===== src/core/pps_pkg.sv =====
// Constants, types and address map of the parallel port register bank
package pps_pkg;

  // ==========================================================================
  // Address map
  localparam logic [19:0] PPS_SFR_FIRST = 20'h00000;
  localparam logic [19:0] PPS_SFR_LAST  = 20'h0003F;
  localparam logic [19:0] PPS_DBR_FIRST = 20'h00F00;
  localparam logic [19:0] PPS_DBR_LAST  = 20'h00FFF;
  localparam int          PPS_DBR_AW    = 8;

  // ==========================================================================
  // Register offsets inside the special function area
  localparam logic [5:0] OFF_PORT_ZERO_LATCH = 6'h00;
  localparam logic [5:0] OFF_PORT_ONE        = 6'h01;
  localparam logic [5:0] OFF_PORT_TWO        = 6'h02;
  localparam logic [5:0] OFF_PORT_FOUR       = 6'h04;
  localparam logic [5:0] OFF_PORT_FIVE       = 6'h05;
  localparam logic [5:0] OFF_PORT_SIX        = 6'h06;
  localparam logic [5:0] OFF_PORT_SEVEN      = 6'h07;
  localparam logic [5:0] OFF_PORT_EIGHT      = 6'h08;
  localparam logic [5:0] OFF_PORT_NINE       = 6'h09;
  localparam logic [5:0] OFF_PORT_ONE_DIR    = 6'h0B;
  localparam logic [5:0] OFF_PORT_FOUR_DIR   = 6'h0C;
  localparam logic [5:0] OFF_PORT_FIVE_DIR   = 6'h0D;
  localparam logic [5:0] OFF_PORT_ZERO_PINS  = 6'h10;
  localparam logic [5:0] OFF_PORT_GRID       = 6'h1D;

  // ==========================================================================
  // Reset values and fixed read values
  localparam logic [4:0] RST_PORT_ZERO  = 5'h1F;
  localparam logic [7:0] RST_PORT_ONE   = 8'h00;
  localparam logic [2:0] RST_PORT_TWO   = 3'h7;
  localparam logic [7:0] RST_PORT_FOUR  = 8'h00;
  localparam logic [3:0] RST_PORT_FIVE  = 4'h0;
  localparam logic [7:0] RST_PORT_VFT   = 8'h00;
  localparam logic [7:0] RST_DIR_ONE    = 8'h00;
  localparam logic [7:0] RST_DIR_FOUR   = 8'hFF;
  localparam logic [3:0] RST_DIR_FIVE   = 4'hF;
  localparam logic [7:0] RD_UNMAPPED    = 8'h00;
  localparam logic [7:0] RD_RESET       = 8'h00;

  // ==========================================================================
  // Instruction cycle: request taken, then sample_state, drive_state, answer
  localparam int PPS_ACCESS_CYCLES = 3;

  typedef enum logic [1:0] {
    PPS_IDLE,
    PPS_SAMPLE,
    PPS_DRIVE,
    PPS_DONE
  } pps_state_e;

  // How the instruction uses the port operand
  typedef enum logic [1:0] {
    PPS_KIND_PLAIN,
    PPS_KIND_LATCH,
    PPS_KIND_INDIRECT
  } pps_kind_e;

  typedef struct packed {
    logic [19:0] addr;
    logic        wr;
    pps_kind_e   kind;
    logic [7:0]  wdata;
  } pps_req_s;

  // All 68 port pins
  typedef struct packed {
    logic [4:0] p0;
    logic [7:0] p1;
    logic [2:0] p2;
    logic [7:0] p4;
    logic [3:0] p5;
    logic [7:0] p6;
    logic [7:0] p7;
    logic [7:0] p8;
    logic [7:0] p9;
    logic [7:0] pd;
  } pps_pins_s;

  localparam int PPS_PIN_W = $bits(pps_pins_s);

endpackage


===== src/core/pps_sync.sv =====
// Two-stage synchroniser for the port pin inputs
`timescale 1ns/1ps
`default_nettype none
module pps_sync #(
  parameter int WIDTH = 8
) (
  input  wire logic             mclk,
  input  wire logic             rst_n,
  input  wire logic [WIDTH-1:0] async_in,
  output logic      [WIDTH-1:0] sync_out
);

  logic [WIDTH-1:0] meta_r;
  logic [WIDTH-1:0] meta_nxt;
  logic [WIDTH-1:0] sync_r;
  logic [WIDTH-1:0] sync_nxt;

  always_comb begin
    meta_nxt = async_in;
    sync_nxt = meta_r;
  end

  always_ff @(posedge mclk) begin
    if (!rst_n) begin
      meta_r <= '0;
      sync_r <= '0;
    end else begin
      meta_r <= meta_nxt;
      sync_r <= sync_nxt;
    end
  end

  assign sync_out = sync_r;

endmodule
`default_nettype wire


===== src/core/pps_dbr_mem.sv =====
// Display data buffer memory with registered read data
`timescale 1ns/1ps
`default_nettype none
module pps_dbr_mem #(
  parameter int AW = 8,
  parameter int DW = 8
) (
  input  wire logic          mclk,
  input  wire logic          rd_en,
  input  wire logic          wr_en,
  input  wire logic [AW-1:0] addr,
  input  wire logic [DW-1:0] wdata,
  output logic      [DW-1:0] rdata
);

  logic [DW-1:0] mem [0:(1<<AW)-1];
  logic [DW-1:0] rdata_r;

  // No reset: contents are whatever software last stored
  always_ff @(posedge mclk) begin
    if (wr_en) begin
      mem[addr] <= wdata;
    end
    if (rd_en) begin
      rdata_r <= mem[addr];
    end
  end

  assign rdata = rdata_r;

endmodule
`default_nettype wire


===== src/core/pps_port_bank.sv =====
// Parallel port register bank: port latches, direction, pin sampling
//
// Overview of operation
// - Port and other special registers decode in addresses 00000h to 0003Fh.
// - Display data buffer sits at 00F00h to 00FFFh, apart from registers.
// - Each output port holds its value in a latch until rewritten.
// - Port reads sample pins in the first state, invisible outside.
// - Port writes update latch and pin in the second state.
// - Fixed ports return latch contents for read-modify-write style operands.
// - Indirect second operand of arithmetic returns the pin levels.
// - Port zero: latch register at 00h, read-only pin register at 10h.
// - Port zero has five open-drain bidirectional bits.
// - Reset sets all port zero latch bits to one.
// - Port levels hold through stop mode; software clears latches first.
// - Ten ports, 68 pins, widths five, eight, three, eight, four, eight.
// - Port one direction bit: zero input, one output; resets to zero.
`timescale 1ns/1ps
`default_nettype none
module pps_port_bank
  import pps_pkg::*;
(
  input  wire logic      mclk,
  input  wire logic      rst_n,
  input  wire logic      req_valid,
  output logic           req_ready,
  input  wire pps_req_s  req,
  output logic           rsp_valid,
  output logic [7:0]     rsp_data,
  input  wire logic      stop_mode,
  input  wire pps_pins_s pin_in,
  output pps_pins_s      pin_out,
  output pps_pins_s      pin_oe
);

  // ==========================================================================
  // Helper functions
  function automatic logic in_range(input logic [19:0] a,
                                    input logic [19:0] lo,
                                    input logic [19:0] hi);
    return (a >= lo) && (a <= hi);
  endfunction

  // Programmable ports: input bits show pins, output bits show the latch
  function automatic logic [7:0] prog_read(input logic [7:0] lat,
                                           input logic [7:0] pin,
                                           input logic [7:0] dir);
    return (lat & dir) | (pin & ~dir);
  endfunction

  // Fixed ports: the operand kind chooses latch or pins
  function automatic logic [7:0] fixed_read(input logic [7:0] lat,
                                            input logic [7:0] pin,
                                            input pps_kind_e  kind);
    logic [7:0] v;
    v = pin;
    if (kind == PPS_KIND_LATCH) begin
      v = lat;
    end
    return v;
  endfunction

  // ==========================================================================
  // Declarations
  pps_state_e state_r;
  pps_state_e state_nxt;
  pps_req_s   hold_r;
  pps_req_s   hold_nxt;
  logic       sfr_hit_r;
  logic       sfr_hit_nxt;
  logic       dbr_hit_r;
  logic       dbr_hit_nxt;
  pps_pins_s  snap_r;
  pps_pins_s  snap_nxt;
  pps_pins_s  lat_r;
  pps_pins_s  lat_nxt;
  logic [7:0] dir1_r;
  logic [7:0] dir1_nxt;
  logic [7:0] dir4_r;
  logic [7:0] dir4_nxt;
  logic [3:0] dir5_r;
  logic [3:0] dir5_nxt;
  logic [7:0] rdata_r;
  logic [7:0] rdata_nxt;
  pps_pins_s  pin_sync;
  logic [7:0] dbr_rdata;
  logic       dbr_rd_en;
  logic       dbr_wr_en;
  logic       wr_ok;
  logic [5:0] off;

  // ==========================================================================
  // Pin synchroniser and display buffer
  pps_sync #(
    .WIDTH (PPS_PIN_W)
  ) u_sync (
    .mclk     (mclk),
    .rst_n    (rst_n),
    .async_in (pin_in),
    .sync_out (pin_sync)
  );

  pps_dbr_mem #(
    .AW (PPS_DBR_AW),
    .DW (8)
  ) u_dbr (
    .mclk  (mclk),
    .rd_en (dbr_rd_en),
    .wr_en (dbr_wr_en),
    .addr  (hold_r.addr[PPS_DBR_AW-1:0]),
    .wdata (hold_r.wdata),
    .rdata (dbr_rdata)
  );

  // ==========================================================================
  // Access sequencer
  assign req_ready = (state_r == PPS_IDLE);
  assign rsp_valid = (state_r == PPS_DONE);
  assign off       = hold_r.addr[5:0];
  // Writes are frozen in stop mode so pins keep their levels
  assign wr_ok     = hold_r.wr && !stop_mode;

  always_comb begin
    state_nxt   = state_r;
    hold_nxt    = hold_r;
    sfr_hit_nxt = sfr_hit_r;
    dbr_hit_nxt = dbr_hit_r;
    case (state_r)
      PPS_IDLE: begin
        if (req_valid) begin
          hold_nxt    = req;
          sfr_hit_nxt = in_range(req.addr, PPS_SFR_FIRST, PPS_SFR_LAST);
          dbr_hit_nxt = in_range(req.addr, PPS_DBR_FIRST, PPS_DBR_LAST);
          state_nxt   = PPS_SAMPLE;
        end
      end
      PPS_SAMPLE: state_nxt = PPS_DRIVE;
      PPS_DRIVE:  state_nxt = PPS_DONE;
      PPS_DONE:   state_nxt = PPS_IDLE;
      default:    state_nxt = PPS_IDLE;
    endcase
  end

  always_ff @(posedge mclk) begin
    if (!rst_n) begin
      state_r   <= PPS_IDLE;
      hold_r    <= '0;
      sfr_hit_r <= 1'b0;
      dbr_hit_r <= 1'b0;
    end else begin
      state_r   <= state_nxt;
      hold_r    <= hold_nxt;
      sfr_hit_r <= sfr_hit_nxt;
      dbr_hit_r <= dbr_hit_nxt;
    end
  end

  // ==========================================================================
  // Pin snapshot, taken only in sample_state
  always_comb begin
    snap_nxt = snap_r;
    if (state_r == PPS_SAMPLE) begin
      snap_nxt = pin_sync;
    end
  end

  always_ff @(posedge mclk) begin
    if (!rst_n) begin
      snap_r <= '0;
    end else begin
      snap_r <= snap_nxt;
    end
  end

  // Buffer read issued in sample_state, write in drive_state
  assign dbr_rd_en = (state_r == PPS_SAMPLE) && dbr_hit_r && !hold_r.wr;
  assign dbr_wr_en = (state_r == PPS_DRIVE) && dbr_hit_r && wr_ok;

  // ==========================================================================
  // Read data, formed in drive_state from the snapshot, latches, directions or buffer
  always_comb begin
    rdata_nxt = rdata_r;
    if ((state_r == PPS_DRIVE) && !hold_r.wr) begin
      rdata_nxt = RD_UNMAPPED;
      if (dbr_hit_r) begin
        rdata_nxt = dbr_rdata;
      end else if (sfr_hit_r) begin
        case (off)
          OFF_PORT_ZERO_LATCH: rdata_nxt = {3'h0, lat_r.p0};
          OFF_PORT_ZERO_PINS:  rdata_nxt = {3'h0, snap_r.p0};
          OFF_PORT_ONE:   rdata_nxt = prog_read(lat_r.p1, snap_r.p1, dir1_r);
          OFF_PORT_TWO: begin
            rdata_nxt = fixed_read({5'h00, lat_r.p2}, {5'h00, snap_r.p2},
                                   hold_r.kind);
          end
          OFF_PORT_FOUR:  rdata_nxt = prog_read(lat_r.p4, snap_r.p4, dir4_r);
          OFF_PORT_FIVE: begin
            rdata_nxt = prog_read({4'h0, lat_r.p5}, {4'h0, snap_r.p5},
                                  {4'h0, dir5_r});
          end
          OFF_PORT_SIX:   rdata_nxt = fixed_read(lat_r.p6, snap_r.p6, hold_r.kind);
          OFF_PORT_SEVEN: rdata_nxt = fixed_read(lat_r.p7, snap_r.p7, hold_r.kind);
          OFF_PORT_EIGHT: rdata_nxt = fixed_read(lat_r.p8, snap_r.p8, hold_r.kind);
          OFF_PORT_NINE:  rdata_nxt = fixed_read(lat_r.p9, snap_r.p9, hold_r.kind);
          OFF_PORT_GRID:  rdata_nxt = fixed_read(lat_r.pd, snap_r.pd, hold_r.kind);
          OFF_PORT_ONE_DIR:  rdata_nxt = dir1_r;
          OFF_PORT_FOUR_DIR: rdata_nxt = dir4_r;
          OFF_PORT_FIVE_DIR: rdata_nxt = {4'h0, dir5_r};
          default:           rdata_nxt = RD_UNMAPPED;
        endcase
      end
    end
  end

  always_ff @(posedge mclk) begin
    if (!rst_n) begin
      rdata_r <= RD_RESET;
    end else begin
      rdata_r <= rdata_nxt;
    end
  end

  assign rsp_data = rdata_r;

  // ==========================================================================
  // Output latches and direction, written in drive_state
  // Latches keep their value between writes; nothing else touches them
  always_comb begin
    lat_nxt  = lat_r;
    dir1_nxt = dir1_r;
    dir4_nxt = dir4_r;
    dir5_nxt = dir5_r;
    if ((state_r == PPS_DRIVE) && sfr_hit_r && wr_ok) begin
      case (off)
        OFF_PORT_ZERO_LATCH: lat_nxt.p0 = hold_r.wdata[4:0];
        OFF_PORT_ONE:        lat_nxt.p1 = hold_r.wdata;
        OFF_PORT_TWO:        lat_nxt.p2 = hold_r.wdata[2:0];
        OFF_PORT_FOUR:       lat_nxt.p4 = hold_r.wdata;
        OFF_PORT_FIVE:       lat_nxt.p5 = hold_r.wdata[3:0];
        OFF_PORT_SIX:        lat_nxt.p6 = hold_r.wdata;
        OFF_PORT_SEVEN:      lat_nxt.p7 = hold_r.wdata;
        OFF_PORT_EIGHT:      lat_nxt.p8 = hold_r.wdata;
        OFF_PORT_NINE:       lat_nxt.p9 = hold_r.wdata;
        OFF_PORT_GRID:       lat_nxt.pd = hold_r.wdata;
        OFF_PORT_ONE_DIR:    dir1_nxt   = hold_r.wdata;
        OFF_PORT_FOUR_DIR:   dir4_nxt   = hold_r.wdata;
        OFF_PORT_FIVE_DIR:   dir5_nxt   = hold_r.wdata[3:0];
        // Pin register at 10h and all other offsets ignore writes
        default: begin
          lat_nxt  = lat_r;
          dir1_nxt = dir1_r;
        end
      endcase
    end
  end

  always_ff @(posedge mclk) begin
    if (!rst_n) begin
      lat_r.p0 <= RST_PORT_ZERO;
      lat_r.p1 <= RST_PORT_ONE;
      lat_r.p2 <= RST_PORT_TWO;
      lat_r.p4 <= RST_PORT_FOUR;
      lat_r.p5 <= RST_PORT_FIVE;
      lat_r.p6 <= RST_PORT_VFT;
      lat_r.p7 <= RST_PORT_VFT;
      lat_r.p8 <= RST_PORT_VFT;
      lat_r.p9 <= RST_PORT_VFT;
      lat_r.pd <= RST_PORT_VFT;
      dir1_r   <= RST_DIR_ONE;
      dir4_r   <= RST_DIR_FOUR;
      dir5_r   <= RST_DIR_FIVE;
    end else begin
      lat_r    <= lat_nxt;
      dir1_r   <= dir1_nxt;
      dir4_r   <= dir4_nxt;
      dir5_r   <= dir5_nxt;
    end
  end

  // ==========================================================================
  // Pin drivers for all 68 pins
  // Sink open drain (p0, p2): pull low while the latch holds zero
  // Tri-state (p1, p4, p5): drive the latch where direction is one
  // Source open drain (p6..p9, pd): pull high while the latch holds one
  always_comb begin
    pin_out    = lat_r;
    pin_out.p0 = 5'h00;
    pin_out.p2 = 3'h0;
    pin_oe.p0  = ~lat_r.p0;
    pin_oe.p1  = dir1_r;
    pin_oe.p2  = ~lat_r.p2;
    pin_oe.p4  = dir4_r;
    pin_oe.p5  = dir5_r;
    pin_oe.p6  = lat_r.p6;
    pin_oe.p7  = lat_r.p7;
    pin_oe.p8  = lat_r.p8;
    pin_oe.p9  = lat_r.p9;
    pin_oe.pd  = lat_r.pd;
  end

endmodule
`default_nettype wire


===== config.mk =====
export PLATFORM = sky130hd
export DESIGN_NAME = pps_port_bank
export DESIGN_NICKNAME = d
export VERILOG_FILES = /design/src/core/pps_pkg.sv /design/src/core/pps_sync.sv /design/src/core/pps_dbr_mem.sv /design/src/core/pps_port_bank.sv
export SDC_FILE = /design/constraint.sdc
export NUM_CORES = 2
export LEC_CHECK = 0
export ABC_AREA = 1
export BUFFER_PORTS_ARGS = -buffer_cell sky130_fd_sc_hd__buf_4
export CAP_MARGIN = 0
export CORE_MARGIN = 2
export CORE_UTILIZATION = 45
export CTS_BUF_LIST = sky130_fd_sc_hd__clkbuf_8
export CTS_CLUSTER_SIZE = 25
export DETAILED_ROUTE_END_ITERATION = 6
export PLACE_DENSITY = 0.64
export SLEW_MARGIN = 15
export SYNTH_ARGS = -nofsm -noshare
export SYNTH_HDL_FRONTEND = slang
export SYNTH_SLANG_ARGS = --single-unit

===== constraint.sdc =====
create_clock -name mclk -period 8.9 [get_ports mclk]
set_input_delay 1.335 -clock mclk [delete_from_list [all_inputs] [get_ports mclk]]
set_output_delay 1.335 -clock mclk [all_outputs]
set_load 0.01 [all_outputs]

---- Yosys cells after proc, flatten, opt, wreduce, memory -nomap -nowiden ----
Memory sizes are Yosys's and may differ from the RTL's. A register that Yosys moved wholly into a read port is not among the register bits.
Cells that the tools add are included.
operators by class
  magnitude comparators ................... 4
  eq/ne operators ......................... 18
  muxes and demuxes ....................... 13
  bitwise gates (word level) .............. 14
  reductions and logical operators ........ 28
operator list
  operator                                                                 count
  8-bit one-hot mux with 14 select lines                                   1
  8-bit two-way mux                                                        7
  8-bit AND                                                                4
  6-bit by 4-bit equality test with 1-bit output, second input constant    5
  2-bit AND reduction                                                      14
  6-bit by 3-bit equality test with 1-bit output, second input constant    4
  20-bit by 1-bit >= comparator with 1-bit output, second input constant   1
  20-bit by 12-bit >= comparator with 1-bit output, second input constant  1
  20-bit by 12-bit <= comparator with 1-bit output, second input constant  1
  20-bit by 6-bit <= comparator with 1-bit output, second input constant   1
  8-bit inverter                                                           2
  8-bit bitwise OR                                                         2
  6-bit by 5-bit equality test with 1-bit output, second input constant    2
  1-bit logical AND                                                        10
  4-bit by 8-bit AND with 8-bit output                                     1
  4-bit inverter with 8-bit output                                         1
  4-bit by 8-bit bitwise OR with 8-bit output                              1
  2-bit one-hot mux with 4 select lines                                    1
  6-bit by 1-bit equality test with 1-bit output, second input constant    1
  6-bit by 2-bit equality test with 1-bit output, second input constant    1
  6-bit logical NOT                                                        1
  5-bit inverter                                                           1
  4-bit AND                                                                1
  2-bit by 1-bit equality test with 1-bit output, second input constant    2
  8 further kinds                                                          11
word-level totals
  register bits ........................... 323
  memory bits (writable) .................. 2,048
  bits of input ports ..................... 103
  output and inout bits ................... 146
  memories ................................ 1
memories
  name       depth  bits a word  read ports  clocked after memory_dff  write ports  RTL line           source
  u_dbr.mem  256    8            1           1                         1            pps_dbr_mem.sv:16  logic [DW-1:0] mem [0:(1<<AW)-1];

---- Longest topological paths before layout ----
  depth after elaboration ................. 6
  mapped depth ............................ 16

---- Modules after synthesis ----
From an unflattened synthesis, not the netlist that was laid out.
unflattened totals
  cells, all modules ...................... 9,737
  area total of the unflattened synthesis .. 97,840.1 um2
modules (own cells, without submodules)
  module         instances  cells each  area each (um2)  seq. area each (um2)
  pps_dbr_mem    1          8,021       84,936.5         61,739.2
  pps_port_bank  1          1,293       9,051.2          3,743.6
  pps_sync       1          423         3,852.4          2,722.6

---- Worst setup path after synthesis ----
OpenSTA, ideal clock, no wires.
  kind .................................... register -> register
  start point ............................. register hold_r[1] (netlist bit)
  end point ............................... memory u_dbr.mem[0][1], data pin
  library setup time ...................... 0.868 ns
  arrival time ............................ 3.455 ns
  required time ........................... 8.032 ns
  slack ................................... 4.578 ns
  cell stages (with the launch flop) ...... 1
  buffers on the path ..................... 0
  period minus slack after synthesis ...... 4.322 ns
  cell sequence ........................... dfxtp_1
RTL lines
  what                    RTL line              source
  from (decl)             pps_port_bank.sv:66   pps_req_s hold_r;
  from (signal assigned)  pps_port_bank.sv:151  hold_r <= hold_nxt;
  to (decl)               pps_dbr_mem.sv:16
Straight into the memory's write port.

==> results.ini <==
[status]
outcome = complete, but fails checks
violated_checks = design-rule violations

[sta]
finalMaxSlewViolations = 0
period_needed_ns = 4.80
rsz0062_at_grt = no
clock-skew-final_ns = 0.0895
timing.slew.headroom = 0.221
worst_pin_slew_ns = 1.17
final-hold-violation-count = 0
final-setup-viol-count = 0
period_share = 0.539
max_freq_ghz = 0.208
fin_setup_tns_ns = 0

[run]
timing.max_cap.violations = 0

[cts]
cts_hold_buffers = 0
cts-buffers-inserted = 389
worst_setup_hold_path_clk_slew_ns = 0.06
cts_max_level = 5
tritoncts = built
cts.sink_count = 2379
cts.root.buffer_cell = sky130_fd_sc_hd__clkbuf_8
post_cts.repair.setup_buffers = 0
cts_resized = 0
clkLatencyLatePin_ns = 1.11
clock_path_buffers = 4

[yosys]
synth-edff-count = 2056
synthDistinctLibCells = 36
syn-mean-instance-area_um2 = 10.0
synth.yosys.seq_area_share = 0.699
netlist_instances = 9727
synthArstFlopShare = 0
ys.flop_type = sky130_fd_sc_hd__edfxtp_1
synth_area_um2 = 97600
ys_seq_elements = 2379
yosys_warnings = 0

[critical_path]
worstSetupStartpointType = flip-flop
crit-reg2reg-capture = u_dbr.rdata[2]
worstPathArrival_ns = 5.78
worst-endpoint-required_ns = 9.88
r2r_start = hold_r[11]
crit_type = reg2reg
worst_r2r_path_depth = 14
critical_path_peak_fanout = 81
worst-r2r-setup-slack_ns = 4.10
kind_of_capture_point_of_the_worst_setup_path = flip-flop

[route]
antenna_left = 0
1st_iter_drt_viols = 7599
final_routed_wire_length_divided_by_cell_count_um = 21.0
total_wirelength_um = 272000
post_drt_via_cell_ratio = 5.27
drt_pass1_iterations = 7
num_vias = 68301
remaining_drc_errors = 1

[cells_and_area]
nFillCells = 19253
area_delta_synth_final_pct = 10.5
postLayoutCoreUtil = 0.502
fraction_of_layout_cells_with_a_size_suffix_above_1 = 0.0852
final_nets = 9962
footprint_of_the_multi_input_gates_um2 = 25600
sequential_cell_area_um2 = 68200

[global_routing]
grt_overflow = 0
grt_start_max_net_pins = 214
grt_first_pass_wirelength_um = 407000
grt_antenna_before_repair = 6
grt_pass1_vias = 65949
gr-usage-all-layers = 0.242

[floorplanning]
die_height_um = 470
floorplan.initialDensity = 0.454
die-width_um = 470
floorplan.die_area_um2 = 221000
row_count = 170
design.core.area_um2 = 215000
ios = 249

[placed_design]
place_congestion = 0.920
port_buffers = 240
hpwl_um = 157000

[worst_hold_path]
timing.hold.worst.start = u_sync.meta_r[33]
timing.hold.worst_path_depth = 2
worst_hold_path_type = reg2reg
holdPathEnd = u_sync.sync_out[33]

[power]
power.density_nw_per_um2 = 267
p_leak_nw = 45.0
vdd_drop_max_uv = 206

[cell usage in the layout (no fill, tap or decap), drive strengths merged]
master	n
nor3b	1
edfxtp	2056
or2	7
o21ai	323
o22ai	4
dfxtp	323
diode	4
nand3	226
nand2	5144
clkinv	108
a21oi	100
and2	1
buf	330
ha	4
inv	355
o211ai	9
a211oi	1
clkinvlp	3
clkbuf	412
nor4	3
a221oi	1
nor2	665
o31ai	4
nand4	8
bufinv	10
conb	8
nor3	17
[worst max-delay path by stage]
stage / startpoint / to / depth (start not counted)
final: hold_r[11] / u_dbr.rdata[2] / 14
after floorplan: hold_r[1] / u_dbr.mem[0][1] / 0
after CTS: hold_r[11] / u_dbr.rdata[2] / 14
after global routing: hold_r[11] / u_dbr.rdata[1] / 14
after global placement: stop_mode / u_dbr.mem[115][3] / 6
after detailed placement: hold_r[11] / u_dbr.rdata[2] / 14
[state kept, by name (all words and copies together) (netlist names), 19 cells and up]
name and cells:
hold_r 19, u_sync.meta_r 68, pin_oe 40, snap_r 68, u_sync.sync_out 68, pin_out 20, u_dbr.mem 2048
[per-layer routing]
| layer | routed length [um] | GRT usage | vias to the layer above |
|---|---|---|---|
| li1 | - | - | 31784 |
| met1 | 112000 | 0.325 | 32828 |
| met2 | 126000 | 0.388 | 3146 |
| met3 | 25300 | 0.0527 | 539 |
| met4 | 8600 | 0.0845 | 4 |
| met5 | 248 | 0 | - |
[synth_stat cells (9+ instances only)]
library cell,count,share of area
sky130_fd_sc_hd__a21oi_1,99,0.0051
sky130_fd_sc_hd__buf_1,30,0.0012
sky130_fd_sc_hd__buf_2,251,0.013
sky130_fd_sc_hd__buf_4,114,0.0088
sky130_fd_sc_hd__clkbuf_1,203,0.0078
sky130_fd_sc_hd__dfxtp_1,323,0.066
sky130_fd_sc_hd__edfxtp_1,2056,0.63
sky130_fd_sc_hd__inv_1,218,0.0084
sky130_fd_sc_hd__nand2_1,5141,0.20
sky130_fd_sc_hd__nand3_1,225,0.012
sky130_fd_sc_hd__nor2_1,657,0.025
sky130_fd_sc_hd__nor3_1,16,0.00082
sky130_fd_sc_hd__o211ai_1,9,0.00069
sky130_fd_sc_hd__o21ai_0,195,0.010
sky130_fd_sc_hd__o21ai_1,128,0.0066
[where the power goes]
group | total (mW) | internal [mW] | switching (mW)
logic | 6.58 | 1.46 | 5.12
clock network | 8.76 | 4.52 | 4.25
registers | 13.4 | 13.1 | 0.352
[critical path: stages (launching register included)]
cell and delay, ns:
sky130_fd_sc_hd__dfxtp_4 0.72, sky130_fd_sc_hd__nand2_1 0.26, sky130_fd_sc_hd__inv_6 0.63, sky130_fd_sc_hd__buf_4 0.80, sky130_fd_sc_hd__buf_4 0.74, sky130_fd_sc_hd__nand2_1 0.12, sky130_fd_sc_hd__nand3_1 0.12, sky130_fd_sc_hd__nand2_1 0.06
sky130_fd_sc_hd__nand2_1 0.12, sky130_fd_sc_hd__o21ai_1 0.11, sky130_fd_sc_hd__nand2_1 0.14, sky130_fd_sc_hd__nor2_1 0.06, sky130_fd_sc_hd__nor2_1 0.27, sky130_fd_sc_hd__nor2_1 0.17, sky130_fd_sc_hd__nand2_1 0.09
[layout make-up]
class	count	area share
diodes	4	0.0000928
clock buffers	411	0.0524
clock inverters	248	0.0118
inverters	228	0.00829
multi-input cells	6526	0.238
flip-flops and latches	2379	0.633
well taps	2838	0.0329
repair buffers	331	0.0241
[through the flow]
stage | std cells | worst slack (ns) | hold WS, ns | instance area [um^2] | power [mW]
floorplan | 9734 | 4.58 | 0.390 | 97600 | 17.7
global placement | 12301 | 3.84 | 0.401 | 101000 | 20.1
finish | 12965 | 4.10 | 0.393 | 108000 | 28.8
global route | 12963 | 3.85 | 0.371 | 108000 | 30.1
detailed placement | 12302 | 4.16 | 0.400 | 101000 | 20.2
CTS | 12961 | 4.17 | 0.329 | 108000 | 28.9
[cell families (layout without fill, tap and decap cells)]
kind of cell    after synthesis  after routing  share of synthesized area
simple gates               6072           6072                      0.238
fa+ha+maj                     4              4                   0.000513
compound gates              442            442                     0.0232
buf+inv                     829           1218                     0.0396
other cells                   1             12                  0.0000384
flops                      2379           2379                      0.699
(Power assumes the default switching activity.)
